===== config.mk =====
export PLATFORM = sky130hd
export DESIGN_NAME = tzc_top
export DESIGN_NICKNAME = d
export VERILOG_FILES = /design/src/core/tzc_pkg.sv /design/src/core/tzc_post_if.sv /design/src/core/tzc_postscaler.sv /design/src/core/tzc_top.sv
export SDC_FILE = /design/constraint.sdc
export NUM_CORES = 1
export LEC_CHECK = 0
export BUFFER_PORTS_ARGS = -buffer_cell sky130_fd_sc_hd__buf_2
export CAP_MARGIN = 20
export CORE_MARGIN = 1
export CORE_UTILIZATION = 30
export CTS_BUF_LIST = sky130_fd_sc_hd__clkbuf_4
export CTS_CLUSTER_SIZE = 40
export DETAILED_ROUTE_END_ITERATION = 8
export PLACE_DENSITY = 0.53
export SLEW_MARGIN = 25
export SYNTH_ARGS = -nofsm -noshare
export SYNTH_HDL_FRONTEND = slang
export SYNTH_SLANG_ARGS = --single-unit
export TNS_END_PERCENT = 1

===== constraint.sdc =====
create_clock -name mclk -period 2.3 [get_ports mclk]
set_clock_uncertainty 0.1 [all_clocks]
set_input_delay 0.69 -clock mclk [delete_from_list [all_inputs] [get_ports mclk]]
set_output_delay 0.69 -clock mclk [all_outputs]
set_load 0.005 [all_outputs]

===== src/core/tzc_pkg.sv =====
// package: register map, field layout and reset values of the timer zero control block
`default_nettype none
package tzc_pkg;
    // ----------------------------------------------------------------
    // register map
    // ----------------------------------------------------------------
    localparam logic [3:0] TZC_CTRL_A_OFF = 4'h0;
    localparam logic [3:0] TZC_COUNT_OFF = 4'h4;
    localparam logic [3:0] TZC_PERIOD_OFF = 4'h8;
    // ----------------------------------------------------------------
    // fields of the control register
    // ----------------------------------------------------------------
    localparam int TZC_EN_BIT = 7;
    localparam int TZC_OUT_BIT = 5;
    localparam int TZC_WIDTH_BIT = 4;
    localparam int TZC_PS_LSB = 0;
    localparam int TZC_PS_W = 4;
    localparam logic [7:0] TZC_CTRL_A_RST = 8'h00;
    localparam logic [7:0] TZC_CTRL_A_WMASK = 8'h9F;
    localparam logic [15:0] TZC_PERIOD_RST = 16'hFFFF;
    localparam logic [15:0] TZC_COUNT_RST = 16'h0000;
    localparam logic [3:0] TZC_PS_RST = 4'h0;
    localparam logic [1:0] TZC_RESP_OKAY = 2'b00;
    localparam logic [1:0] TZC_RESP_SLVERR = 2'b10;
endpackage
`default_nettype wire


===== src/core/tzc_post_if.sv =====
// interface: period events into the postscaler and its toggle back out
`default_nettype none
interface tzc_post_if;
    logic run;
    logic period_hit;
    logic [3:0] ratio;
    logic out_level;
    modport core (output run, output period_hit, output ratio, input out_level);
    modport post (input run, input period_hit, input ratio, output out_level);
endinterface
`default_nettype wire


===== src/core/tzc_postscaler.sv =====
// module: output postscaler that toggles the timer output every n period events
`default_nettype none
module tzc_postscaler
    import tzc_pkg::*;
(
    // clock and reset
    input wire logic mclk,
    input wire logic reset,
    // link to the timer core
    tzc_post_if.post pif
);
    logic [3:0] ps_cnt_q;
    logic out_q;

    assign pif.out_level = out_q;

    // ----------------------------------------------------------------
    // event count and toggle
    // ----------------------------------------------------------------
    always_ff @(posedge mclk) begin
        if (reset || !pif.run) begin
            ps_cnt_q <= TZC_PS_RST;
        end else if (pif.period_hit) begin
            // ratio field plus one events per toggle
            if (ps_cnt_q >= pif.ratio) begin // [RQ4]
                ps_cnt_q <= TZC_PS_RST; // [RQ5]
            end else begin
                ps_cnt_q <= ps_cnt_q + 4'h1;
            end
        end
    end

    always_ff @(posedge mclk) begin
        // output holds its level while disabled, cleared only by reset
        if (reset) begin
            out_q <= 1'b0;
        end else if (pif.run && pif.period_hit && ps_cnt_q >= pif.ratio) begin
            out_q <= ~out_q; // [RQ5]
        end
    end
endmodule
`default_nettype wire


===== src/core/tzc_top.sv =====
// module: timer zero control block with its AXI4-Lite register slave
// Contract
// [RQ1] enable runs timer; clear stops it, low power
// [RQ2] output bit readable, writes to it ignored
// [RQ3] width select: one 16-bit, zero 8-bit
// [RQ4] postscale divides events by field plus one
// [RQ5] toggle output after postscale count, then restart
//
// Added by the designer: the AXI4-Lite interface to the registers and the register addresses.
`default_nettype none
module tzc_top
    import tzc_pkg::*;
(
    // clock and reset
    input wire logic mclk,
    input wire logic reset,
    // axi4-lite write address
    input wire logic [3:0] s_axi_awaddr,
    input wire logic s_axi_awvalid,
    output logic s_axi_awready,
    // axi4-lite write data
    input wire logic [31:0] s_axi_wdata,
    input wire logic [3:0] s_axi_wstrb,
    input wire logic s_axi_wvalid,
    output logic s_axi_wready,
    // axi4-lite write response
    output logic [1:0] s_axi_bresp,
    output logic s_axi_bvalid,
    input wire logic s_axi_bready,
    // axi4-lite read address
    input wire logic [3:0] s_axi_araddr,
    input wire logic s_axi_arvalid,
    output logic s_axi_arready,
    // axi4-lite read data
    output logic [31:0] s_axi_rdata,
    output logic [1:0] s_axi_rresp,
    output logic s_axi_rvalid,
    input wire logic s_axi_rready,
    // timer
    input wire logic timer_tick,
    output logic timer_out
);
    logic [7:0] ctrl_a_q;
    logic [15:0] period_q;
    logic [15:0] timer_zero_counter_q;
    logic [3:0] aw_addr_q;
    logic aw_have_q;
    logic [31:0] w_data_q;
    logic [3:0] w_strb_q;
    logic w_have_q;
    logic tick_s1_q;
    logic tick_s2_q;
    logic tick_s3_q;
    logic out_q;
    logic enable;
    logic counter_width_select;
    logic [3:0] output_postscale_select;
    logic tick_rise;
    logic period_hit;
    logic wr_fire;
    logic [15:0] limit;
    tzc_post_if pif ();

    assign enable = ctrl_a_q[TZC_EN_BIT];
    assign counter_width_select = ctrl_a_q[TZC_WIDTH_BIT];
    assign output_postscale_select = ctrl_a_q[TZC_PS_LSB +: TZC_PS_W];

    // ----------------------------------------------------------------
    // timer tick from the selected clock, synchronised
    // ----------------------------------------------------------------
    always_ff @(posedge mclk) begin
        if (reset) begin
            tick_s1_q <= 1'b0;
            tick_s2_q <= 1'b0;
            tick_s3_q <= 1'b0;
        end else begin
            tick_s1_q <= timer_tick;
            tick_s2_q <= tick_s1_q;
            tick_s3_q <= tick_s2_q;
        end
    end
    assign tick_rise = tick_s2_q && !tick_s3_q;

    // ----------------------------------------------------------------
    // counter
    // ----------------------------------------------------------------
    // in 8-bit mode only the low byte of the period is compared
    assign limit = counter_width_select ? period_q : {8'h00, period_q[7:0]}; // [RQ3]
    assign period_hit = enable && tick_rise && (timer_zero_counter_q == limit);

    always_ff @(posedge mclk) begin
        if (reset) begin
            timer_zero_counter_q <= TZC_COUNT_RST;
        end else if (!enable) begin
            // held at zero: no toggling logic while disabled
            timer_zero_counter_q <= TZC_COUNT_RST; // [RQ1]
        end else if (tick_rise) begin
            if (period_hit) begin
                timer_zero_counter_q <= TZC_COUNT_RST;
            end else if (counter_width_select) begin
                timer_zero_counter_q <= timer_zero_counter_q + 16'h0001; // [RQ3]
            end else begin
                timer_zero_counter_q <= {8'h00, timer_zero_counter_q[7:0] + 8'h01}; // [RQ3]
            end
        end
    end

    assign pif.run = enable; // [RQ1]
    assign pif.period_hit = period_hit;
    assign pif.ratio = output_postscale_select;

    tzc_postscaler u_post (
        .mclk(mclk),
        .reset(reset),
        .pif(pif)
    );

    always_ff @(posedge mclk) begin
        if (reset) begin
            out_q <= 1'b0;
        end else begin
            out_q <= pif.out_level;
        end
    end
    assign timer_out = out_q;

    // ----------------------------------------------------------------
    // axi4-lite write path
    // ----------------------------------------------------------------
    assign wr_fire = aw_have_q && w_have_q && !s_axi_bvalid;

    always_ff @(posedge mclk) begin
        if (reset) begin
            aw_have_q <= 1'b0;
            aw_addr_q <= 4'h0;
            s_axi_awready <= 1'b0;
        end else begin
            s_axi_awready <= !aw_have_q && !s_axi_awready;
            if (s_axi_awvalid && s_axi_awready) begin
                aw_have_q <= 1'b1;
                aw_addr_q <= s_axi_awaddr;
                s_axi_awready <= 1'b0;
            end else if (wr_fire) begin
                aw_have_q <= 1'b0;
            end
        end
    end

    always_ff @(posedge mclk) begin
        if (reset) begin
            w_have_q <= 1'b0;
            w_data_q <= 32'h0000_0000;
            w_strb_q <= 4'h0;
            s_axi_wready <= 1'b0;
        end else begin
            s_axi_wready <= !w_have_q && !s_axi_wready;
            if (s_axi_wvalid && s_axi_wready) begin
                w_have_q <= 1'b1;
                w_data_q <= s_axi_wdata;
                w_strb_q <= s_axi_wstrb;
                s_axi_wready <= 1'b0;
            end else if (wr_fire) begin
                w_have_q <= 1'b0;
            end
        end
    end

    always_ff @(posedge mclk) begin
        if (reset) begin
            s_axi_bvalid <= 1'b0;
            s_axi_bresp <= TZC_RESP_OKAY;
        end else if (wr_fire) begin
            s_axi_bvalid <= 1'b1;
            s_axi_bresp <= (aw_addr_q == TZC_CTRL_A_OFF || aw_addr_q == TZC_PERIOD_OFF ||
                            aw_addr_q == TZC_COUNT_OFF) ? TZC_RESP_OKAY : TZC_RESP_SLVERR;
        end else if (s_axi_bready) begin
            s_axi_bvalid <= 1'b0;
        end
    end

    // ----------------------------------------------------------------
    // registers
    // ----------------------------------------------------------------
    always_ff @(posedge mclk) begin
        if (reset) begin
            ctrl_a_q <= TZC_CTRL_A_RST;
        end else if (wr_fire && aw_addr_q == TZC_CTRL_A_OFF && w_strb_q[0]) begin
            // the output bit and bit 6 are not storage and ignore writes
            ctrl_a_q <= w_data_q[7:0] & TZC_CTRL_A_WMASK; // [RQ2]
        end
    end

    always_ff @(posedge mclk) begin
        if (reset) begin
            period_q <= TZC_PERIOD_RST;
        end else if (wr_fire && aw_addr_q == TZC_PERIOD_OFF) begin
            if (w_strb_q[0]) begin
                period_q[7:0] <= w_data_q[7:0];
            end
            if (w_strb_q[1]) begin
                period_q[15:8] <= w_data_q[15:8];
            end
        end
    end

    // ----------------------------------------------------------------
    // axi4-lite read path
    // ----------------------------------------------------------------
    always_ff @(posedge mclk) begin
        if (reset) begin
            s_axi_arready <= 1'b0;
            s_axi_rvalid <= 1'b0;
            s_axi_rdata <= 32'h0000_0000;
            s_axi_rresp <= TZC_RESP_OKAY;
        end else begin
            s_axi_arready <= !s_axi_rvalid && !s_axi_arready && !s_axi_arvalid;
            if (s_axi_arvalid && !s_axi_rvalid && !s_axi_arready) begin
                s_axi_arready <= 1'b1;
            end
            if (s_axi_arvalid && s_axi_arready) begin
                s_axi_arready <= 1'b0;
                s_axi_rvalid <= 1'b1;
                s_axi_rresp <= TZC_RESP_OKAY;
                unique case (s_axi_araddr)
                    TZC_CTRL_A_OFF: begin
                        s_axi_rdata <= {24'h000000, ctrl_a_q[7:6], out_q, ctrl_a_q[4:0]}; // [RQ2]
                    end
                    TZC_COUNT_OFF: begin
                        s_axi_rdata <= {16'h0000, timer_zero_counter_q};
                    end
                    TZC_PERIOD_OFF: begin
                        s_axi_rdata <= {16'h0000, period_q};
                    end
                    default: begin
                        s_axi_rdata <= 32'h0000_0000;
                        s_axi_rresp <= TZC_RESP_SLVERR;
                    end
                endcase
            end else if (s_axi_rvalid && s_axi_rready) begin
                s_axi_rvalid <= 1'b0;
            end
        end
    end
endmodule
`default_nettype wire


==> results of run 1 <==
==> worst min-delay path by stage <==
stage,start,endpoint,slack (ns),cells past startpoint
global placement,tick_s1_q$_SDFF_PP0_,tick_s2_q$_SDFF_PP0_,0.33,1
global route,s_axi_wdata[2],w_data_q[2]$_SDFFE_PP0P_,0.31,3
floorplan,tick_s1_q$_SDFF_PP0_,tick_s2_q$_SDFF_PP0_,0.31,1
CTS,timer_tick,tick_s1_q$_SDFF_PP0_,0.32,2
detailed placement,tick_s1_q$_SDFF_PP0_,tick_s2_q$_SDFF_PP0_,0.33,1
finish,s_axi_wdata[0],w_data_q[0]$_SDFFE_PP0P_,0.35,3
==> kinds of logic after synthesis <==
group	share of synthesized area (%)
other cells	0.0866
compound gates	15.5
xor+xnor	4.45
simple gates	25.7
fa+ha+maj	1.73
buf+inv	7.45
mux	1.65
flops	43.4
==> layout make-up <==
class / instances / area, um^2
clock inverter: 5 / 60.1
inverter: 12 / 45.0
timing repair buffer: 88 / 518
multi-input combinational: 389 / 2190
fill: 1453 / 8980
sequential: 94 / 1880
clock buffer: 11 / 82.6
tap: 180 / 225
==> state kept, by name, indices dropped and copies added (netlist names), 2 cells and up <==
register              flops
aw_addr_q                 4
ctrl_a_q                  6
period_q                 16
s_axi_rdata              16
timer_zero_counter_q     16
u_post.ps_cnt_q           4
w_data_q                 16
w_strb_q                  2
==> power by group <==
part           internal [uW]  switching [uW]
registers               1660            25.0
logic                   66.5             100
clock network            358             565
total                   2080             690
==> worst max-delay path, delay by kind of cell, from the launching register on <==
family          cells  cell delay, ns
compound gates      1            0.16
xor+xnor            1            0.15
flops               1            0.47
simple gates        4            1.22
==> layout by cell type (no fill, tap or decap), types with 2 or more instances in the layout <==
master,count
nand4_1,9
buf_4,31
nor2_1,54
conb_1,18
or4_1,2
buf_2,57
a211o_1,8
and3_1,4
xor2_1,7
xnor2_1,15
a22oi_1,18
nand3b_1,10
a31oi_1,3
o21ai_0,7
a21oi_1,60
clkbuf_4,11
nor2b_1,14
o22ai_1,2
nand2_1,87
a21o_1,4
or3_1,4
o32ai_1,2
ha_1,6
nor4b_2,2
nand2b_1,5
mux2i_1,6
nand3_1,14
and2_1,2
inv_1,12
dfxtp_1,94
nor4bb_1,3
nor3_1,9
clkinv_4,2
==> metal layers <==
layer	part of all wire, %	GRT usage, %	routed length, um	vias up
met3	4.7	3.84	501	14
met4	1.7	5.87	180	0
met2	45	24.1	4810	93
li1	-	-	-	1911
met1	48	19.8	5150	1748
met5	0	0	0	-
==> stage by stage <==
step	util (%)	hold WS, ns	total power [uW]
after floorplan	-	0.314	1830
after global placement	34.7	0.330	1880
after detailed placement	34.7	0.332	1890
after CTS	35.8	0.323	2810
after global routing	35.8	0.311	2910
final	35.8	0.346	2770
==> results by group, run 1 <==
Routing
  – Drt wl/cell: 13.7 um
  – DR iter-0 viols: 150
  – Vias post-DR: between 3000 and 4000
  – Post-route ant nets: 0
  – DRC: 0
  – DRT Wirelength: 10600 um
  – DRT Pass-1 Iters: 5
  – Via density: 4.83

Place
  – Post-DP Area: ~4900 um^2
  – DP Worst Slack: about 0.19 ns
  – Port bufs: 57
  – Hpwl dp: approximately 7900 um
  – DP Cell Count: ~760
  – Placer Congestion: 0.856

STA
  – Setup WS post-layout: between 0.15 and 0.2 ns
  – Final-report hold violation count: 0
  – Fin Setup TNS: 0 ns
  – Unrepaired setup endpoints after global routing: no
  – Setup violators final: 0
  – Slew margin rel.: 59.5%
  – Tmin final: approximately 2.1 ns
  – Final Max Slew Viols: 0
  – Fmax: around 470 MHz
  – Slew @ Worst Pin: 0.607 ns
  – Tcrit/Tclk final: about 93%

Setup path
  – Crit path largest cell delay: 0.47 ns
  – Reg2Reg Launch Point: timer_zero_counter_q[6]$_SDFFE_PP0N_
  – Worst Path Required: 2.59 ns
  – CP Capture Type: register
  – Critical path cell sequence: xnor2_1 > nand4_1 > nor3_1 > nand4_1 > or3b_1 > o22ai_1
  – Reg2Reg Depth: 6
  – Worst Path Class, Setup: register to register
  – Cell mode on critical path: nand4_1
  – Worst setup SP type: register
  – Worst Path Arrival: between 2 and 2.5 ns
  – Crit path capture: u_post.ps_cnt_q[2]$_SDFFE_PP0N_
  – CP startpoint: timer_zero_counter_q[6]$_SDFFE_PP0N_
  – Slowest cell on crit path: dfxtp_1
  – Crit-path max FO: 5
  – FF-to-FF End: u_post.ps_cnt_q[2]$_SDFFE_PP0N_
  – Flop2flop setup slack: ~0.15 ns

Layout
  – Layout area overhead: 15.5%
  – Final instance area: 5000 um^2
  – Final Non-Filler Cells: 779
  – Share of layout cells above drive strength 1: between 10% and 20%
  – Final Net Count: 652
  – Diode count: 0

Die
  – Ports: 94
  – DIE AREA: approximately 15000 um^2
  – FP Rows: 43
  – Die Y: between 100 and 150 um
  – Starting Density: 31.0%
  – Die Wd: roughly 120 um
  – Core region area: 14000 um^2

Synth
  – Cell variety after synth: 49
  – Synth top area share: between 40% and 50%
  – Top_reg_cell synth: dfxtp_1
  – Synthesized flop and latch total: 94
  – Yosys top cell by area: dfxtp_1
  – Seq/Total Area, Yosys: 43.4%
  – Synth Warn #: 0
  – Most area-consuming cells after synthesis: dfxtp_1 43%, nand2_1 7.5%, a21oi_1 6.9%
  – Post-synth top cells: 94 x dfxtp_1, 87 x nand2_1, 60 x a21oi_1
  – Syn_area_per_cell: 8.22 um^2
  – Mapped Cells: around 530
  – Synth async-reset ratio: 0%
  – Post-Syn Area: 4330 um^2
  – Most common cell in the synthesized netlist: dfxtp_1
  – Number of synthesized flops with an enable pin: 0

Global route
  – First-pass GRT wire length: 17600 um
  – Gr usage total: ~15%
  – Initial antenna violation count: 0
  – Largest net degree at the start of global routing: 53
  – Vias in the first global route: approximately 3600
  – Gr ovfl total: 0

Run status
  – Status: complete, no violations

Clock tree
  – Clock-pin transition on the worst setup and hold timing paths: 0.15 ns
  – Setup repair bufs after CTS: 0
  – CTS tree: yes
  – Clk sinks: 94
  – H-tree lvl count: 3
  – Clock buffer count from CTS: 9
  – Worst skew pair latency: approximately 0.46 ns
  – Maximum clock insertion buffer count: 2
  – PostCTS Resize Cnt: 0
  – Hold buffers post-CTS: 0
  – CTS Root Buffer Type: clkbuf_4

Run
  – Max Cap Viol: 0

Power and ir drop
  – Pwr dens: 555 nW/um^2
  – Leak Pwr: between 0.0015 and 0.002 uW
  – Worst vdd ir: approximately 0.44 mV

Min path
  – Hold Crit Class: input pin to register
Power figures use the tool's default switching activity.
==> run 2: changes to the inputs <==
--- a/config.mk
+++ b/config.mk
@@ -6,5 +6,4 @@
 export NUM_CORES = 1
 export LEC_CHECK = 0
-export BUFFER_PORTS_ARGS = -buffer_cell sky130_fd_sc_hd__buf_2
 export CAP_MARGIN = 20
 export CORE_MARGIN = 1
@@ -13,5 +12,6 @@
 export CTS_CLUSTER_SIZE = 40
 export DETAILED_ROUTE_END_ITERATION = 8
-export PLACE_DENSITY = 0.53
+export DONT_BUFFER_PORTS = 1
+export PLACE_DENSITY = 0.48
 export SLEW_MARGIN = 25
 export SYNTH_ARGS = -nofsm -noshare
==> constraint.sdc (replaced) <==
create_clock -name mclk -period 2.3 [get_ports mclk]
set_clock_uncertainty 0.1 [all_clocks]
set_input_delay 0.345 -clock mclk [delete_from_list [all_inputs] [get_ports mclk]]
set_output_delay 0.345 -clock mclk [all_outputs]
set_load 0.005 [all_outputs]
==> results by group, run 2 (same netlist as run 1, synthesis figures left out) <==
Die
  – DIE AREA: 14900 um^2
  – Core region area: 14000 um^2
  – Die Y: 122 um
  – FP Rows: 43
  – Ports: 94
  – Die Wd: 122 um
  – Starting Density: between 30% and 40%

STA
  – Unrepaired setup endpoints after global routing: no
  – Setup WS post-layout: 0.223 ns
  – Tmin final: 2.08 ns
  – Final-report hold violation count: 0
  – Fin Setup TNS: 0 ns
  – Final Max Slew Viols: 0
  – Tcrit/Tclk final: 90.3%
  – Fmax: 481 MHz
  – Slew margin rel.: 56.1%
  – Slew @ Worst Pin: between 0.6 and 0.7 ns
  – Setup violators final: 0
  – Final hold slack: 0.0269 ns

Routing
  – Vias post-DR: approximately 3700
  – Post-route ant nets: 0
  – DR iter-0 viols: between 150 and 200
  – DRT Pass-1 Iters: 4
  – DRT Wirelength: approximately 11000 um
  – Drt wl/cell: ~14 um
  – Via density: 4.93
  – DRC: 0

Clock tree
  – Clk sinks: between 90 and 100
  – Worst skew pair latency: 0.46 ns
  – Clock-pin transition on the worst setup and hold timing paths: 0.15 ns
  – CTS tree: yes
  – H-tree lvl count: 3
  – CTS Root Buffer Type: clkbuf_4
  – Maximum clock insertion buffer count: 2
  – Clock buffer count from CTS: 9

Setup path
  – Buf/Inv on CP: 1
  – Crit path largest cell delay: 0.45 ns
  – FF-to-FF End: u_post.ps_cnt_q[2]$_SDFFE_PP0N_
  – CP Capture Type: register
  – Reg2Reg Depth: 7
  – Crit-path max FO: 6
  – Worst Path Class, Setup: register to register
  – Worst setup SP type: register
  – Flop2flop setup slack: 0.22 ns
  – Worst Path Required: 2.58 ns
  – Delay-heaviest family, CP: simple AND/OR/NAND/NOR gates
  – Critical path cell sequence: nor4bb_2 > a2bb2oi_1 > a32oi_1 > nand4_1 > buf_4 > or3b_1 > o22ai_1
  – Worst Path Arrival: 2.36 ns
  – Slowest cell on crit path: dfxtp_1
  – Reg2Reg Launch Point: ctrl_a_q[4]$_SDFFE_PP0P_

Place
  – Hpwl dp: 7600 um
  – Placer Congestion: 0.861
  – DP Worst Slack: 0.154 ns
  – Port bufs: 0

Global route
  – Gr ovfl total: 0
  – Gr usage total: roughly 15%
  – Vias in the first global route: 3485
  – Largest net degree at the start of global routing: 75
  – First-pass GRT wire length: 17100 um
  – Initial antenna violation count: 0

Min path
  – Cell count of the worst hold path: 3
  – Min-delay src: reset
  – Hold EP: u_post.ps_cnt_q[2]$_SDFFE_PP0N_
  – Hold Crit Class: input pin to register

Power and ir drop
  – Pwr dens: 574 nW/um^2
  – Worst vdd ir: 0.265 mV
  – Leak Pwr: 0.00179 uW

Layout
  – Leading cell types in the layout, fill and taps excluded: 94 x dfxtp_1, 87 x nand2_1, 60 x a21oi_1, 54 x nor2_1, 29 x dlygate4sd3_1
  – Final Net Count: 619
  – Most common cell after layout, fill and taps aside: dfxtp_1
  – Layout area overhead: 16.1%
  – Share of layout cells above drive strength 1: around 8.5%
  – Diode count: 0

Run
  – Max Cap Viol: 0

Run status
  – Status: complete, no violations
==> run 2: cell types whose count changed in the layout (fill, tap and decap cells not counted), moves of 2 or more <==
cell and delta:
dlygate4sd3_1 +29, clkbuf_4 -2, inv_6 +2, buf_4 -7
buf_2 -57
==> run 2: timing repair <==
action / in CTS / in global routing
endpoints found under the hold margin: 74 / 0
gates resized for setup: 0 / 1
endpoints found under the setup margin: 0 / 7
hold buffers: 30 / 0
buffers inserted: 0 / 1
==> run 2: metrics by stage <==
| step | cells | util, % | total power, uW | cell area [um^2] |
|---|---|---|---|---|
| finish | 746 | 36.0 | 2890 | 5030 |
| detailed placement | 699 | 32.4 | 1820 | 4540 |
| CTS | 745 | 35.9 | 2930 | 5020 |
| global route | 746 | 36.0 | 3030 | 5030 |
| global placement | 699 | 32.4 | 1820 | 4540 |
| floorplan | 544 | - | 1830 | 4400 |
==> run 2: cell type report <==
| class | count | area [um^2] |
|---|---|---|
| fill | 1457 | 8960 |
| tap | 180 | 225 |
| sequential | 94 | 1880 |
| clock buffer | 9 | 67.6 |
| multi-input combinational | 389 | 2200 |
| clock inverter | 7 | 95.1 |
| inverter | 12 | 45.0 |
| timing repair buffer | 55 | 518 |
==> run 2: tightest hold or removal path: cells and delay by family <==
| family | cells | cell delay, ns |
|---|---|---|
| AO/OA/AOI/OAI | 1 | 0.06 |
| AND/OR/NAND/NOR | 2 | 0.14 |
==> run 2: layer usage <==
layer	track usage [%]	up-vias	share of wire [%]
li1	-	1849	-
met1	18.8	1720	47
met2	24.1	96	46
met3	3.93	13	5.4
met4	5.64	0	1.9
met5	0	-	0
==> run 2: worst max-delay path by stage <==
stage | startpoint | to | slack (ns) | depth (start not counted)
2_1_floorplan | w_have_q$_SDFFE_PP0P_ | period_q[13]$_SDFFE_PP1P_ | 0.44 | 8
5_1_grt | ctrl_a_q[4]$_SDFFE_PP0P_ | u_post.ps_cnt_q[2]$_SDFFE_PP0N_ | 0.06 | 7
3_3_place_gp | timer_zero_counter_q[14]$_SDFFE_PP0N_ | u_post.ps_cnt_q[2]$_SDFFE_PP0N_ | 0.20 | 6
3_5_place_dp | ctrl_a_q[4]$_SDFFE_PP0P_ | u_post.ps_cnt_q[2]$_SDFFE_PP0N_ | 0.15 | 6
6_report | ctrl_a_q[4]$_SDFFE_PP0P_ | u_post.ps_cnt_q[2]$_SDFFE_PP0N_ | 0.22 | 7
4_1_cts | ctrl_a_q[4]$_SDFFE_PP0P_ | u_post.ps_cnt_q[2]$_SDFFE_PP0N_ | 0.10 | 6
==> run 2: power by group <==
group	internal [uW]	total [uW]	switching (uW)	leakage [uW]
clock	446	1040	592	0.0000883
sequential	1660	1690	27.6	0.000762
combinational	73.9	163	88.8	0.000939
==> run 3: changes to the inputs <==
Settings changed: CORE_MARGIN 1 to 1.5, CTS_BUF_LIST sky130_fd_sc_hd__clkbuf_4 to unset.
==> results by group, run 3 (same netlist as run 1, synthesis figures left out) <==
Setup path
  – FF-to-FF End: u_post.pif.out_level$_SDFFE_PP0P_
  – Cell mode on critical path: nand4_1
  – Worst Path Arrival: between 2 and 2.5 ns
  – Crit-path max FO: 10
  – Worst setup SP type: register
  – Worst Path Required: 2.49 ns
  – Worst Path Class, Setup: register to register
  – Flop2flop setup slack: 0.16 ns
  – Slowest cell on crit path: dfxtp_1
  – Critical path cell sequence: xnor2_1 > nand4_1 > a32oi_1 > nand4_1 > buf_4 > or4_1 > nand2_1
  – Crit path largest cell delay: 0.54 ns
  – Reg2Reg Launch Point: timer_zero_counter_q[12]$_SDFFE_PP0N_
  – Reg2Reg Depth: 7
  – CP Capture Type: register

Place
  – Port bufs: 0
  – Placer Congestion: 0.861
  – Hpwl dp: 7820 um
  – DP Worst Slack: roughly 0.076 ns

Global route
  – Gr usage total: 15.3%
  – Initial antenna violation count: 0
  – First-pass GRT wire length: 17500 um
  – Vias in the first global route: around 3400
  – Largest net degree at the start of global routing: 58
  – Gr ovfl total: 0

Layout
  – Most common cell after layout, fill and taps aside: dfxtp_1
  – Diode count: 0
  – Share of layout cells above drive strength 1: 8.21%
  – Final Net Count: 589
  – Leading cell types in the layout, fill and taps excluded: 92 x dfxtp_1, 87 x nand2_1, 60 x a21oi_1, 54 x nor2_1, 21 x buf_4
  – Register Area: around 1900 um^2
  – Post-layout util: around a third
  – Layout area overhead: 11.7%
  – Final-layout fill cell count: between 1000 and 1500
  – Multi-input gate area: ~2200 um^2

Clock tree
  – Clock-pin transition on the worst setup and hold timing paths: 0.07 ns
  – H-tree lvl count: 3
  – Worst skew pair latency: approximately 0.35 ns
  – Maximum clock insertion buffer count: 2
  – Clk sinks: 94
  – Clock buffer count from CTS: 9
  – CTS Root Buffer Type: clkbuf_16
  – CTS tree: yes

STA
  – Unrepaired setup endpoints after global routing: no
  – Final Max Slew Viols: 0
  – Tcrit/Tclk final: 92.9%
  – Slew margin rel.: around half
  – Final-report hold violation count: 0
  – Setup violators final: 0
  – Tmin final: 2.14 ns
  – Setup WS post-layout: approximately 0.16 ns
  – Fmax: ~470 MHz
  – Slew @ Worst Pin: 0.737 ns
  – Fin Setup TNS: 0 ns

Routing
  – DRT Wirelength: ~11000 um
  – DR iter-0 viols: 154
  – DRT Pass-1 Iters: 4
  – Via density: 5.01
  – DRC: 0
  – Post-route ant nets: 0
  – Drt wl/cell: about 16 um
  – Vias post-DR: 3589

Min path
  – Cell count of the worst hold path: 1
  – Hold Crit Class: input pin to register
  – Min-delay src: reset
  – Hold EP: period_q[6]$_SDFFE_PP1P_

Run status
  – Status: complete, no violations

Die
  – Ports: 94
  – Core region area: about 14000 um^2
  – DIE AREA: 15200 um^2
  – FP Rows: 43
  – Die Y: 123 um
  – Starting Density: 31.0%
  – Die Wd: 123 um

Power and ir drop
  – Comb pwr share: 4.1%
  – Leak Pwr: 0.00170 uW
  – P_int: between 2000 and 2500 uW
  – Clock network fraction of total power: 43.0%
  – Worst vdd ir: 0.299 mV
  – Sw Share: 23.5%
  – Flop pwr share: 52.9%
  – Psw: between 700 and 800 uW
  – Pwr dens: 659 nW/um^2

Run
  – Max Cap Viol: 0
run 3: cell count changes in the layout (fill, tap and decap cells not counted):
cell | previous run | this run
clkbuf_16 | 0 | 9
buf_4 | 24 | 21
bufinv_16 | 2 | 0
dlygate4sd3_1 | 29 | 2
clkbuf_1 | 0 | 4
dfxtp_1 | 94 | 92
dfxtp_2 | 0 | 2
clkinvlp_4 | 0 | 1
clkinv_1 | 1 | 0
clkbuf_4 | 9 | 0
inv_6 | 2 | 0
run 3: cell type report:
| cell class | instances | share of cell area, % |
|---|---|---|
| multi-input combinational | 389 | 45.4 |
| sequential | 94 | 38.9 |
| clock buffer | 13 | 4.97 |
| timing repair buffer | 25 | 4.65 |
| tap | 180 | 4.65 |
| inverter | 12 | 0.931 |
| clock inverter | 3 | 0.440 |
run 3: what timing repair did:
action	CTS	global route
hold buffers	3	0
setup buffers	0	0
setup endpoints to repair	0	4
endpoints found under the hold margin	57	0
resized for setup	0	3
run 3: power by group through the flow:
stage          Combinational [uW]  Clock [uW]  Sequential [uW]
3_3_place_gp                  102           0             1720
3_5_place_dp                  103           0             1720
4_1_cts                       133        1400             1690
6_report                      131        1370             1690
2_1_floorplan                 116           0             1710
5_1_grt                       149        1460             1690
run 3: layer usage:
| layer | wire, um | part of all wire, % | GRT usage, % | up-vias |
|---|---|---|---|---|
| met5 | 0 | 0 | 0 | - |
| met4 | 268 | 2.4 | 6.75 | 0 |
| met3 | 562 | 5.0 | 4.38 | 18 |
| met2 | 5040 | 45 | 24.3 | 81 |
| met1 | 5350 | 48 | 19.3 | 1704 |
| li1 | - | - | - | 1786 |
run 3: how the worst max path moves through the flow:
stage	startpoint	end	slack, ns	cells past startpoint
after floorplan	w_have_q$_SDFFE_PP0P_	period_q[13]$_SDFFE_PP1P_	0.44	8
after global placement	timer_zero_counter_q[12]$_SDFFE_PP0N_	u_post.pif.out_level$_SDFFE_PP0P_	0.19	7
after detailed placement	ctrl_a_q[4]$_SDFFE_PP0P_	u_post.pif.out_level$_SDFFE_PP0P_	0.08	7
after CTS	ctrl_a_q[4]$_SDFFE_PP0P_	u_post.pif.out_level$_SDFFE_PP0P_	0.07	7
after global routing	timer_zero_counter_q[12]$_SDFFE_PP0N_	u_post.pif.out_level$_SDFFE_PP0P_	0.02	7
final	timer_zero_counter_q[12]$_SDFFE_PP0N_	u_post.pif.out_level$_SDFFE_PP0P_	0.16	7
run 3: stage by stage:
step / hold slack [ns] / instances / power [uW] / instance area, um^2
2_1_floorplan: 0.314 / 544 / 1830 / 4400
3_3_place_gp: 0.332 / 697 / 1820 / 4520
3_5_place_dp: 0.332 / 697 / 1830 / 4520
4_1_cts: 0.00257 / 716 / 3220 / 4830
5_1_grt: 0.000238 / 716 / 3300 / 4840
6_report: 0.0143 / 716 / 3190 / 4840
run 3: critical path, delay by kind of cell (launching register included):
family                    cells  cell delay [ns]
buffers and inverters         1             0.22
and+or+nand+nor               4             0.80
AOI/OAI and AO/OA             1             0.26
DFF                           1             0.54
xor gates and xnor gates      1             0.16
